[src/ueit_defines.vh]
// register map, field positions and reset values of the endpoint block
`ifndef UEIT_DEFINES_VH
`define UEIT_DEFINES_VH
`define UEIT_A_CFG   8'h00
`define UEIT_A_IEN   8'h04
`define UEIT_A_STA   8'h08
`define UEIT_A_TXV   8'h0c
`define UEIT_A_DCT   8'h10
`define UEIT_A_DST   8'h14
`define UEIT_A_DAT   8'h18
`define UEIT_C_NB    1:0
`define UEIT_C_RXB   3:2
`define UEIT_C_ISO   4
`define UEIT_C_AUTO  5
`define UEIT_C_STALL 6
`define UEIT_C_MAXP  26:16
`define UEIT_CFG_RST 32'h0200_0005
`define UEIT_F_RXR   0
`define UEIT_F_IFE   1
`define UEIT_F_FLU   2
`define UEIT_F_TRE   3
`define UEIT_F_BSY   4
`define UEIT_F_STL   5
`define UEIT_D_RUN   0
`define UEIT_D_TRUNC 1
`define UEIT_D_BEIE  2
`define UEIT_D_SPE   3
`define UEIT_D_TEIE  4
`define UEIT_D_LEN   31:16
`define UEIT_S_BEND  1
`define UEIT_S_TEND  2
`define UEIT_PID_D0  2'h0
`endif

[src/ueit_top.v]
// iso in responder, out bank manager and out dma channel, wishbone slave
// How it works
// - iso in, nothing ready: flow error, no reply only on single transaction endpoints
// - iso in ignores forced stall entirely
// - first in token answered with matching pid
// - missed later tokens flush banks, flush error
// - first token without bank: data0 zlp
// - second of three without bank: data1 zlp
// - last transaction without bank: data0 zlp
// - microframe without tokens: no flush, no error
// - too few banks validated: transaction error
// - auto mode zlp clears rx ready itself
// - auto mode all banks full: busy flag
// - buffer end truncates the out packet
// - remaining count zero raises buffer end event
// - short packet ends dma transfer when enabled
// - short end event after final packet moved
// - channel runs, stops when buffer exhausted
// - bank freed once all bytes read
// - zlp to free endpoint: ack, count zero
//
// The Wishbone slave port and the address map were left to the implementer.
`timescale 1ns/1ps
`include "ueit_defines.vh"
module ueit_top (
	input  wire        clk_i,      // system clock
	input  wire        rst_i,      // sync reset, high
	input  wire        wb_cyc_i,   // wishbone cycle
	input  wire        wb_stb_i,   // wishbone strobe
	input  wire        wb_we_i,    // wishbone write
	input  wire [7:0]  wb_adr_i,   // byte address
	input  wire [3:0]  wb_sel_i,   // byte enables
	input  wire [31:0] wb_dat_i,   // write data
	output reg  [31:0] wb_dat_o,   // read data
	output reg         wb_ack_o,   // acknowledge
	input  wire        sof_i,      // microframe start pulse
	input  wire        in_tok_i,   // valid in token pulse
	input  wire        rx_pkt_i,   // out packet received pulse
	input  wire [10:0] rx_len_i,   // out packet length
	output reg         tx_resp_o,  // send data packet pulse
	output reg  [1:0]  tx_pid_o,   // data pid number
	output reg         tx_zlp_o,   // packet is zero length
	output reg         stall_o,    // send stall pulse
	output reg         rx_ack_o,   // ack out packet pulse
	output reg         rx_nak_o,   // nak out packet pulse
	output reg         ep_irq_o,   // endpoint interrupt
	output reg         dma_irq_o   // dma channel interrupt
);
	function [31:0] bmask;
		input [3:0] s;
		bmask = {{8{s[3]}}, {8{s[2]}}, {8{s[1]}}, {8{s[0]}}};
	endfunction
	function [1:0] min2;
		input [1:0] a;
		input [1:0] b;
		min2 = (a < b) ? a : b;
	endfunction
	function [2:0] min4;
		input [15:0] a;
		input [15:0] b;
		reg   [15:0] m;
		begin
			m = (a < b) ? a : b;
			min4 = (m > 16'h0004) ? 3'h4 : m[2:0];
		end
	endfunction
	function [1:0] bump;
		input [1:0] p;
		input [1:0] n;
		bump = (p + 2'h1 >= n) ? 2'h0 : p + 2'h1;
	endfunction

	reg  [31:0] cfg_q, cfg_d;
	reg  [5:0]  ien_q, ien_d;
	reg  [5:0]  flg_q, flg_d;
	reg  [1:0]  txb_q, txb_d, tok_q, tok_d;
	reg  [1:0]  vcnt_q, vcnt_d, wp_q, wp_d;
	reg  [1:0]  rp_q, rp_d, busy_q, busy_d;
	reg         sent_q, sent_d, zlpf_q, zlpf_d;
	reg  [10:0] bcnt_q [0:2];
	reg  [10:0] bcnt_d [0:2];
	reg  [2:0]  bshort_q, bshort_d, n;
	reg  [10:0] bytec_q, bytec_d, left;
	reg  [4:0]  dct_q, dct_d;
	reg  [15:0] blen_q, blen_d, rem_q, rem_d;
	reg  [2:1]  dst_q, dst_d;
	reg  [31:0] dat_d;
	reg         run_q, run_d, dma_mv, freeb, hclr;
	reg         resp_d, zlp_d, stall_d, ack_d, nak_d;
	reg  [1:0]  pid_d, fl;
	reg  [5:0]  setf, clrf;
	integer     i, j;

	wire        req   = wb_cyc_i & wb_stb_i & ~wb_ack_o;
	wire        wr    = req & wb_we_i;
	wire        rd    = req & ~wb_we_i;
	wire [31:0] m     = bmask(wb_sel_i);
	wire [1:0]  nb    = (cfg_q[`UEIT_C_NB] == 2'h0) ? 2'h1
	                    : cfg_q[`UEIT_C_NB];
	wire [1:0]  rxb   = (cfg_q[`UEIT_C_RXB] == 2'h0) ? 2'h1
	                    : cfg_q[`UEIT_C_RXB];
	wire        iso   = cfg_q[`UEIT_C_ISO];
	wire        autov = cfg_q[`UEIT_C_AUTO];
	wire        fstl  = cfg_q[`UEIT_C_STALL];
	wire [10:0] maxp  = cfg_q[`UEIT_C_MAXP];
	wire [10:0] head  = bcnt_q[rp_q];
	wire        hbusy = (busy_q != 2'h0);

	always @*
	begin
		cfg_d = cfg_q;
		ien_d = ien_q;
		txb_d = txb_q;
		tok_d = tok_q;
		vcnt_d = vcnt_q;
		sent_d = sent_q;
		zlpf_d = zlpf_q;
		for (i = 0; i < 3; i = i + 1)
			bcnt_d[i] = bcnt_q[i];
		bshort_d = bshort_q;
		wp_d = wp_q;
		rp_d = rp_q;
		busy_d = busy_q;
		bytec_d = bytec_q;
		dct_d = dct_q;
		blen_d = blen_q;
		rem_d = rem_q;
		run_d = run_q;
		dst_d = dst_q;
		resp_d = 1'b0;
		zlp_d = 1'b0;
		stall_d = 1'b0;
		ack_d = 1'b0;
		nak_d = 1'b0;
		pid_d = tx_pid_o;
		setf = 6'h00;
		hclr = 1'b0;
		fl = 2'h0;
		n = 3'h0;
		left = head;
		dma_mv = 1'b0;
		freeb = 1'b0;
		clrf = (wr && wb_adr_i == `UEIT_A_STA) ? (wb_dat_i[5:0] & m[5:0])
		       : 6'h00;
		if (wr && wb_adr_i == `UEIT_A_CFG)
			cfg_d = (cfg_q & ~m) | (wb_dat_i & m);
		if (wr && wb_adr_i == `UEIT_A_IEN)
			ien_d = (ien_q & ~m[5:0]) | (wb_dat_i[5:0] & m[5:0]);
		// microframe boundary closes the previous one first
		if (sof_i)
		begin
			if (tok_q != 2'h0)
			begin
				fl = min2(txb_q, nb - tok_q);
				if (!zlpf_q && fl != 2'h0)
				begin
					txb_d = txb_q - fl;
					setf[`UEIT_F_FLU] = 1'b1;
				end
				if (sent_q && vcnt_q < nb)
					setf[`UEIT_F_TRE] = 1'b1;
			end
			tok_d = 2'h0;
			sent_d = 1'b0;
			zlpf_d = 1'b0;
			vcnt_d = txb_d;
		end
		if (wr && wb_adr_i == `UEIT_A_TXV && wb_sel_i[0] && wb_dat_i[0]
		    && txb_d != 2'h3)
		begin
			txb_d = txb_d + 2'h1;
			vcnt_d = vcnt_d + 2'h1;
		end
		if (in_tok_i)
		begin
			if (!iso)
			begin
				if (fstl)
				begin
					stall_d = 1'b1;
					setf[`UEIT_F_STL] = 1'b1;
				end
				else if (txb_d != 2'h0)
				begin
					resp_d = 1'b1;
					pid_d = `UEIT_PID_D0;
					txb_d = txb_d - 2'h1;
				end
			end
			else if (tok_d < nb)
			begin
				if (txb_d != 2'h0)
				begin
					resp_d = 1'b1;
					pid_d = nb - tok_d - 2'h1;
					txb_d = txb_d - 2'h1;
					sent_d = 1'b1;
				end
				else
				begin
					setf[`UEIT_F_IFE] = 1'b1;
					if (tok_d == 2'h0)
					begin
						zlpf_d = 1'b1;
						// single transaction endpoints stay silent
						if (nb != 2'h1)
						begin
							resp_d = 1'b1;
							zlp_d = 1'b1;
							pid_d = `UEIT_PID_D0;
						end
					end
					else
					begin
						resp_d = 1'b1;
						zlp_d = 1'b1;
						pid_d = nb - tok_d - 2'h1;
					end
				end
				tok_d = tok_d + 2'h1;
			end
		end
		// drain head bank: dma has priority over firmware reads
		if (run_q && hbusy && head != 11'h000)
		begin
			n = min4({5'h00, head}, rem_q);
			dma_mv = 1'b1;
		end
		else if (rd && wb_adr_i == `UEIT_A_DAT && hbusy)
			n = min4({5'h00, head}, 16'h0004);
		left = head - {8'h00, n};
		if (dma_mv)
		begin
			rem_d = rem_q - {13'h0000, n};
			if (rem_d == 16'h0000)
			begin
				run_d = 1'b0;
				dst_d[`UEIT_S_BEND] = 1'b1;
				if (dct_q[`UEIT_D_TRUNC])
					left = 11'h000;
			end
		end
		bcnt_d[rp_q] = left;
		if (n != 3'h0 && left == 11'h000)
		begin
			freeb = 1'b1;
			if (dma_mv && bshort_q[rp_q] && dct_q[`UEIT_D_SPE])
			begin
				run_d = 1'b0;
				dst_d[`UEIT_S_TEND] = 1'b1;
			end
		end
		// manual mode: clearing ready releases the bank
		if (!autov && hbusy && clrf[`UEIT_F_RXR])
			freeb = 1'b1;
		if (freeb)
		begin
			rp_d = bump(rp_q, rxb);
			busy_d = busy_q - 2'h1;
			hclr = autov;
		end
		if (rx_pkt_i)
		begin
			if (!iso && fstl)
			begin
				stall_d = 1'b1;
				setf[`UEIT_F_STL] = 1'b1;
			end
			else if (busy_d < rxb)
			begin
				ack_d = 1'b1;
				bytec_d = rx_len_i;
				if (rx_len_i == 11'h000 && autov)
				begin
					hclr = 1'b1;
					if (run_q && dct_q[`UEIT_D_SPE])
					begin
						run_d = 1'b0;
						dst_d[`UEIT_S_TEND] = 1'b1;
					end
				end
				else
				begin
					setf[`UEIT_F_RXR] = 1'b1;
					bcnt_d[wp_q] = rx_len_i;
					bshort_d[wp_q] = (rx_len_i < maxp);
					wp_d = bump(wp_q, rxb);
					busy_d = busy_d + 2'h1;
					if (autov && busy_d == rxb)
						setf[`UEIT_F_BSY] = 1'b1;
				end
			end
			else
			begin
				nak_d = 1'b1;
				if (iso)
					setf[`UEIT_F_IFE] = 1'b1;
			end
		end
		if (wr && wb_adr_i == `UEIT_A_DCT)
		begin
			dct_d = (dct_q & ~m[4:0]) | (wb_dat_i[4:0] & m[4:0]);
			if (wb_sel_i[3] && wb_sel_i[2])
				blen_d = wb_dat_i[`UEIT_D_LEN];
			run_d = dct_d[`UEIT_D_RUN] && blen_d != 16'h0000;
			if (run_d && !run_q)
				rem_d = blen_d;
		end
		if (wr && wb_adr_i == `UEIT_A_DST)
			dst_d = dst_q & ~(wb_dat_i[2:1] & m[2:1]) | (dst_d & ~dst_q);
		// hardware set wins over firmware clear
		flg_d = (flg_q & ~clrf) | setf;
		if (hclr && !setf[`UEIT_F_RXR])
			flg_d[`UEIT_F_RXR] = 1'b0;
		case (wb_adr_i)
			`UEIT_A_CFG: dat_d = cfg_q;
			`UEIT_A_IEN: dat_d = {26'h0, ien_q};
			`UEIT_A_STA: dat_d = {5'h00, bytec_q, 4'h0, busy_q, txb_q,
			                      2'h0, flg_q};
			`UEIT_A_DCT: dat_d = {blen_q, 11'h000, dct_q};
			`UEIT_A_DST: dat_d = {rem_q, 13'h0000, dst_q, run_q};
			default:     dat_d = 32'h0000_0000;
		endcase
	end

	always @(posedge clk_i)
	begin
		if (rst_i)
		begin
			cfg_q <= `UEIT_CFG_RST;
			ien_q <= 6'h00;
			flg_q <= 6'h00;
			txb_q <= 2'h0;
			tok_q <= 2'h0;
			vcnt_q <= 2'h0;
			sent_q <= 1'b0;
			zlpf_q <= 1'b0;
			for (j = 0; j < 3; j = j + 1)
				bcnt_q[j] <= 11'h000;
			bshort_q <= 3'h0;
			wp_q <= 2'h0;
			rp_q <= 2'h0;
			busy_q <= 2'h0;
			bytec_q <= 11'h000;
			dct_q <= 5'h00;
			blen_q <= 16'h0000;
			rem_q <= 16'h0000;
			run_q <= 1'b0;
			dst_q <= 2'h0;
			wb_dat_o <= 32'h0000_0000;
			wb_ack_o <= 1'b0;
			tx_resp_o <= 1'b0;
			tx_pid_o <= 2'h0;
			tx_zlp_o <= 1'b0;
			stall_o <= 1'b0;
			rx_ack_o <= 1'b0;
			rx_nak_o <= 1'b0;
			ep_irq_o <= 1'b0;
			dma_irq_o <= 1'b0;
		end
		else
		begin
			cfg_q <= cfg_d;
			ien_q <= ien_d;
			flg_q <= flg_d;
			txb_q <= txb_d;
			tok_q <= tok_d;
			vcnt_q <= vcnt_d;
			sent_q <= sent_d;
			zlpf_q <= zlpf_d;
			for (j = 0; j < 3; j = j + 1)
				bcnt_q[j] <= bcnt_d[j];
			bshort_q <= bshort_d;
			wp_q <= wp_d;
			rp_q <= rp_d;
			busy_q <= busy_d;
			bytec_q <= bytec_d;
			dct_q <= dct_d;
			blen_q <= blen_d;
			rem_q <= rem_d;
			run_q <= run_d;
			dst_q <= dst_d;
			wb_dat_o <= rd ? dat_d : 32'h0000_0000;
			wb_ack_o <= req;
			tx_resp_o <= resp_d;
			tx_pid_o <= pid_d;
			tx_zlp_o <= zlp_d;
			stall_o <= stall_d;
			rx_ack_o <= ack_d;
			rx_nak_o <= nak_d;
			ep_irq_o <= |(flg_d & ien_d);
			dma_irq_o <= (dst_d[`UEIT_S_BEND] & dct_d[`UEIT_D_BEIE])
			             | (dst_d[`UEIT_S_TEND] & dct_d[`UEIT_D_TEIE]);
		end
	end
endmodule // ueit_top

[config.mk]
export PLATFORM = sky130hd
export DESIGN_NAME = ueit_top
export DESIGN_NICKNAME = d
export VERILOG_FILES = /design/src/ueit_top.v
export VERILOG_INCLUDE_DIRS = /design/src /design/src/src
export SDC_FILE = /design/constraint.sdc
export NUM_CORES = 1
export LEC_CHECK = 0
export BUFFER_PORTS_ARGS = -buffer_cell sky130_fd_sc_hd__buf_2
export CAP_MARGIN = 30
export CORE_ASPECT_RATIO = 0.8
export CORE_MARGIN = 1.5
export CORE_UTILIZATION = 48
export CTS_BUF_LIST = sky130_fd_sc_hd__clkbuf_4 sky130_fd_sc_hd__clkbuf_8 sky130_fd_sc_hd__clkbuf_16
export CTS_CLUSTER_DIAMETER = 120
export DETAILED_ROUTE_END_ITERATION = 16
export PLACE_DENSITY = 0.66
export REMOVE_ABC_BUFFERS = 1
export SETUP_SLACK_MARGIN = 0.02
export SLEW_MARGIN = 20
export SYNTH_ARGS = -nofsm -noshare
export SYNTH_HDL_FRONTEND = slang
export SYNTH_SLANG_ARGS = --single-unit
[constraint.sdc]
create_clock -name clk_i -period 7.15 [get_ports clk_i]
set_clock_uncertainty 0.05 [all_clocks]
set_input_delay 0.3575 -clock clk_i [delete_from_list [all_inputs] [get_ports clk_i]]
set_output_delay 0.3575 -clock clk_i [all_outputs]
set_load 0.03 [all_outputs]
==> run_results.csv, run 1 <==
group,metric,value,unit
sta,slew_violations,0,
die,initial_utilization,48.9,%
synth,ys_types,80,
clock_tree,cts-htree-levels,4,
layout,num_antenna_cells,0,
sta,rsz0062_at_grt,"no",
critical_path,path_max_fanout,20,
placed_design,dp_hpwl,21800,µm
layout,final_cell_mix,"188 x dfxtp_1, 143 x nand2_1, 125 x nor2_1, 103 x buf_2, 92 x mux2i_1",
sta,setup_viol,0,
layout,layout_commonest_cell,"dfxtp_1",
power,pwr_density_cell,212,nW/µm²
global_route,antenna_found_initial,0,
sta,post-route-min-period,6.70,ns
critical_path,end_kind,"register",
layout,post-route-util,55.2,%
clock_tree,path_clk_slew,0.08,ns
synth,async_reset_ff_share,0,%
sta,hold_violations,0,
drt,ant_nets,0,
drt,dr.pass1.iters,7,
clock_tree,clk-insertion-delay-late,0.44,ns
sta,setup_tns,0,ns
sta,relSlewSlack,36.3,%
die,fp.dieW,169,µm
run_status,status,"complete, no violations",
clock_tree,cts_tree,"built",
die,die_h,136,µm
critical_path,worst_setup_path_start_kind,"register",
clock_tree,cts_hold_buf,0,
drt,route.detailed.drc,0,
power,worst_ir_drop_vdd,0.121,mV
synth,synth_edf_count,0,
die,coreArea,21600,µm²
layout,synthToLayoutAreaGrowth,12.8,%
synth,synthCells,1255,
min_path,hold_depth,3,
global_route,grt_max_degree,81,
drt,first_iter_violations,856,
drt,drt_wl_total,29800,µm
clock_tree,clock_path_buffers,2,
synth,synth_area,10600,µm²
layout,final_net_count,1439,
critical_path,crit_type,"register to register",
clock_tree,root_buffer,"clkbuf_16",
synth,yosysSeqAreaShare,35.8,%
layout,fin_cells,1613,
critical_path,r2r_setup_slack,0.45,ns
critical_path,required,7.39,ns
layout,layout-drive-gt1-share,15.5,%
critical_path,r2r_cells,27,
layout,multi_input_area,6210,µm²
synth,synth_flop_cell,"dfxtp_1",
placed_design,io_buffers,104,
drt,wl_per_cell,18.5,µm
flow_run,drv_cap,0,
layout,regArea,3780,µm²
layout,fillers,2041,
placed_design,place_inst,1577,
global_route,grt_pass1_wl,47400,µm
synth,ys_top_cells_by_area,"dfxtp_1 36%, mux2i_1 8.7%, ha_1 5.8%",
global_route,grtUsageTotal,26.2,%
sta,min_period_over_period,93.7,%
sta,worstMarginPinSlew,0.956,ns
die,die_area,22900,µm²
drt,route.vias.total,9462,
synth,yosysTopAreaCell,"dfxtp_1",
placed_design,place.gp.congestion,0.952,
sta,holdWs,0.111,ns
global_route,overflow,0,
power,p_total,2.53,mW
synth,synth_seq_cells,189,
synth,synth_top_area_share,35.8,%
critical_path,cp.arrival,6.94,ns
drt,via_per_inst,5.87,
global_route,grt_pass1_vias,8765,
synth,ys.warnings.count,0,
clock_tree,cts.sinks,189,
power,leakage,4.67,nW
clock_tree,numCtsBuffers,17,
min_path,hp-class,"primary input to register",
sta,fmax,149,MHz
die,ioPinCount,105,
die,row_count,48,
synth,syn_area_per_cell,8.43,µm²
-- logic make-up (layout without fill, tap and decap cells) --
kind of cell	after synthesis	in the layout	share of synthesized area (%)
and+or+nand+nor	483	483	21.8
AOI/OAI and AO/OA	252	252	17.8
DFF	189	189	35.8
buffers and inverters	144	227	5.76
muxes	104	104	10.0
adders and majority gates	51	51	6.18
xor gates and xnor gates	32	32	2.65
-- critical path: stages, from the launching register on --
cell and delay [ns]:
dfxtp_1 0.39, mux2_1 0.37, mux2i_1 0.35, inv_1 0.09
ha_1 0.30, a21oi_1 0.23, o22ai_1 0.12, a211oi_2 0.23
nor2_1 0.11, mux2i_1 0.19, nand2_1 0.11, o21a_1 0.21
ha_1 0.28, nor2b_1 0.13, o21ai_1 0.23, nand2b_1 0.12
or3b_2 0.46, a2111oi_2 0.46, nand4bb_1 0.25, a22oi_2 0.22
buf_4 0.16, nor2_1 0.04, a21oi_2 0.19, ha_2 0.41
a2111oi_4 0.34, buf_6 0.25, mux2i_1 0.21, nor2_1 0.05
-- final timing paths --
path | startpoint | to
worst max-delay path | register | bcnt_q[1][0]$_SDFF_PP0_
worst max register to register | register | bcnt_q[1][0]$_SDFF_PP0_
worst min register to register | register | register
worst min-delay path | wb_dat_i[14] | register
-- power breakdown --
| group | internal, mW | total, mW | switching [mW] |
|---|---|---|---|
| Sequential | 1.08 | 1.10 | 0.0191 |
| Clock | 0.510 | 0.976 | 0.466 |
| Combinational | 0.177 | 0.452 | 0.275 |
-- Yosys cell counts (24+ instances only) --
library cell,count
dfxtp_1,189
nand2_1,143
nor2_1,126
mux2i_1,92
a21oi_1,79
inv_1,63
clkbuf_1,60
nand3_1,58
ha_1,49
nor3_1,45
o21ai_0,26
a31o_1,24
-- what timing repair did --
action | CTS | global route
gates resized for setup | 3 | 11
buffers inserted | 0 | 3
hold endpoints to repair | 0 | 0
setup endpoints to repair | 37 | 58
pin swaps | 0 | 1
-- final cells by class --
type                    instances  area share (%)
inverters                      64            2.01
well taps                     275            2.89
clock inverters                13            1.24
multi-input cells             922            52.1
clock buffers                  19            3.75
flip-flops and latches        189            31.7
repair buffers                131            6.27
-- layer usage --
layer	up-vias	global-route usage, %	wire (µm)
met2	302	42.5	13700
met5	-	0	0
met3	33	5.02	1670
met4	0	6.25	387
met1	4501	36.0	14100
li1	4626	-	-
-- metrics by stage --
stage	setup slack [ns]	instance area, µm²
after floorplan	0.00804	10200
after global placement	0.106	11200
after detailed placement	-0.0367	11200
after CTS	0.0855	11800
after global routing	0.0350	11900
final	0.450	11900
Note: power is estimated with default switching activity, not from simulation.
==> inputs of run 2 (changes only) <==
PLACE_DENSITY = 0.63   (was 0.66)
clock period = 8.29 ns   (was 7.15 ns; I/O delays follow)
==> run_results.csv, run 2 (same netlist as run 1, synthesis figures left out) <==
group,metric,value,unit
drt,wl_per_cell,18.8,µm
placed_design,place_area,11200,µm²
drt,drt_wl_total,30100,µm
sta,relSlewSlack,36.2,%
min_path,hold_depth,3,
global_route,grt_pass1_wl,48500,µm
die,die_h,136,µm
drt,first_iter_violations,803,
sta,holdWs,0.172,ns
sta,hold_violations,0,
flow_run,drv_cap,0,
clock_tree,cts-htree-levels,4,
critical_path,end_kind,"register",
critical_path,crit_type,"register to register",
critical_path,path_max_fanout,20,
sta,rsz0062_at_grt,"no",
drt,route.vias.total,9366,
sta,worstMarginPinSlew,0.957,ns
critical_path,slowest_stage,"dfxtp_1",
drt,route.detailed.drc,0,
layout,layout_commonest_cell,"dfxtp_1",
placed_design,place_inst,1569,
critical_path,cp.arrival,7.88,ns
drt,ant_nets,0,
critical_path,worst_setup_path_start_kind,"register",
layout,synthToLayoutAreaGrowth,11.6,%
global_route,antenna_found_initial,0,
drt,dr.pass1.iters,6,
critical_path,r2r_cells,23,
power,pwr_density_cell,184,nW/µm²
critical_path,required,8.53,ns
clock_tree,root_buffer,"clkbuf_16",
die,row_count,48,
power,worst_ir_drop_vdd,0.148,mV
global_route,grtUsageTotal,27.2,%
placed_design,dp_hpwl,21900,µm
die,fp.dieW,169,µm
critical_path,path_buf_inv,2,
layout,num_antenna_cells,0,
critical_path,reg2reg_to,"bytec_q[8]$_SDFFE_PP0P_",
die,initial_utilization,48.9,%
min_path,hp-class,"primary input to register",
run_status,status,"complete, no violations",
global_route,overflow,0,
layout,fin_cells,1601,
clock_tree,cts_tree,"built",
drt,wl_met1,14500,µm
placed_design,dp_slack,0.649,ns
power,p_total,2.17,mW
drt,highest_layer,"met4",
placed_design,io_buffers,104,
die,coreArea,21600,µm²
layout,final_cell_mix,"188 x dfxtp_1, 143 x nand2_1, 125 x nor2_1, 103 x buf_2, 92 x mux2i_1",
power,leakage,4.61,nW
sta,slew_violations,0,
clock_tree,cts.sinks,189,
global_route,grt_pass1_vias,8757,
die,ioPinCount,105,
drt,wl_met3,1950,µm
sta,setup_viol,0,
drt,wl_met2,13100,µm
clock_tree,path_clk_slew,0.07,ns
layout,layout-drive-gt1-share,14.3,%
clock_tree,clk-insertion-delay-late,0.44,ns
sta,finalWorstSetupSlack,0.653,ns
critical_path,critPathMaxStageDelay,0.79,ns
sta,fmax,131,MHz
clock_tree,clock_path_buffers,2,
layout,fin_area,11800,µm²
sta,min_period_over_period,92.1,%
placed_design,place.gp.congestion,0.917,
global_route,grt_max_degree,76,
die,die_area,22900,µm²
layout,final_net_count,1428,
layout,post-route-util,54.6,%
critical_path,cpLargestDelayFamily,"compound AO/OA/AOI/OAI gates",
critical_path,crit_chain,"o21ai_0 -> or3_1 -> nor4_2 -> buf_4 -> a31o_2 -> mux2i_1 -> nand2_1 -> o21a_1 -> ha_1 -> nor2b_1 -> o21ai_1 -> nand2b_1 -> or3b_2 -> a2111oi_0 -> nand4bb_1 -> a22oi_1 -> a21oi_1 -> ha_1 -> or2_2 -> a21oi_4 -> buf_4 -> mux2i_1 -> nor2_1",
critical_path,r2r_setup_slack,0.65,ns
drt,via_per_inst,5.85,
sta,post-route-min-period,7.64,ns
min_path,worstHoldStart,"wb_dat_i[9]",
clock_tree,numCtsBuffers,17,
sta,setup_tns,0,ns
run 2: layer usage:
layer | GRT usage, % | vias up
li1 | - | 4604
met5 | 0 | -
met3 | 5.43 | 34
met1 | 38.5 | 4420
met4 | 7.59 | 0
met2 | 41.7 | 308
run 2: worst max-delay path by stage:
stage | end | startpoint | slack (ns) | cells after the start
6_report | bytec_q[8]$_SDFFE_PP0P_ | register | 0.65 | 23
5_1_grt | bytec_q[8]$_SDFFE_PP0P_ | register | 0.10 | 24
3_5_place_dp | bytec_q[8]$_SDFFE_PP0P_ | register | 0.65 | 27
4_1_cts | bytec_q[8]$_SDFFE_PP0P_ | register | 0.62 | 27
2_1_floorplan | bcnt_q[0][10]$_SDFF_PP0_ | register | 1.15 | 23
3_3_place_gp | bytec_q[8]$_SDFFE_PP0P_ | register | 0.80 | 27
run 2: what timing repair did:
action | 4_1_cts | 5_1_grt
resized for setup | 0 | 1
setup endpoints to repair | 0 | 7
hold buffers | 0 | 0
buffers inserted | 0 | 0
run 2: layout make-up:
type / instances / area, µm²
Tap cell: 275 / 344
Clock buffer: 22 / 469
Timing Repair Buffer: 120 / 647
Multi-Input combinational cell: 922 / 6180
Inverter: 64 / 240
Clock inverter: 9 / 136
Sequential cell: 189 / 3780
Fill cell: 2069 / 9820
run 2: worst reg2reg max path, delay by kind of cell, from the launching register on:
family / cells / cell delay (ns)
flip-flops: 1 / 0.79
adder cells (fa/ha/maj): 2 / 0.52
multiplexers: 2 / 0.44
buffers and inverters: 2 / 0.46
AND/OR/NAND/NOR: 9 / 2.53
AO/OA/AOI/OAI: 8 / 2.70
run 2: where the power goes:
group | internal [mW] | switching [mW] | leakage [nW]
Combinational | 0.143 | 0.229 | 2.79
Sequential | 0.930 | 0.0181 | 1.53
Clock | 0.496 | 0.358 | 0.294
Total | 1.57 | 0.605 | 4.61
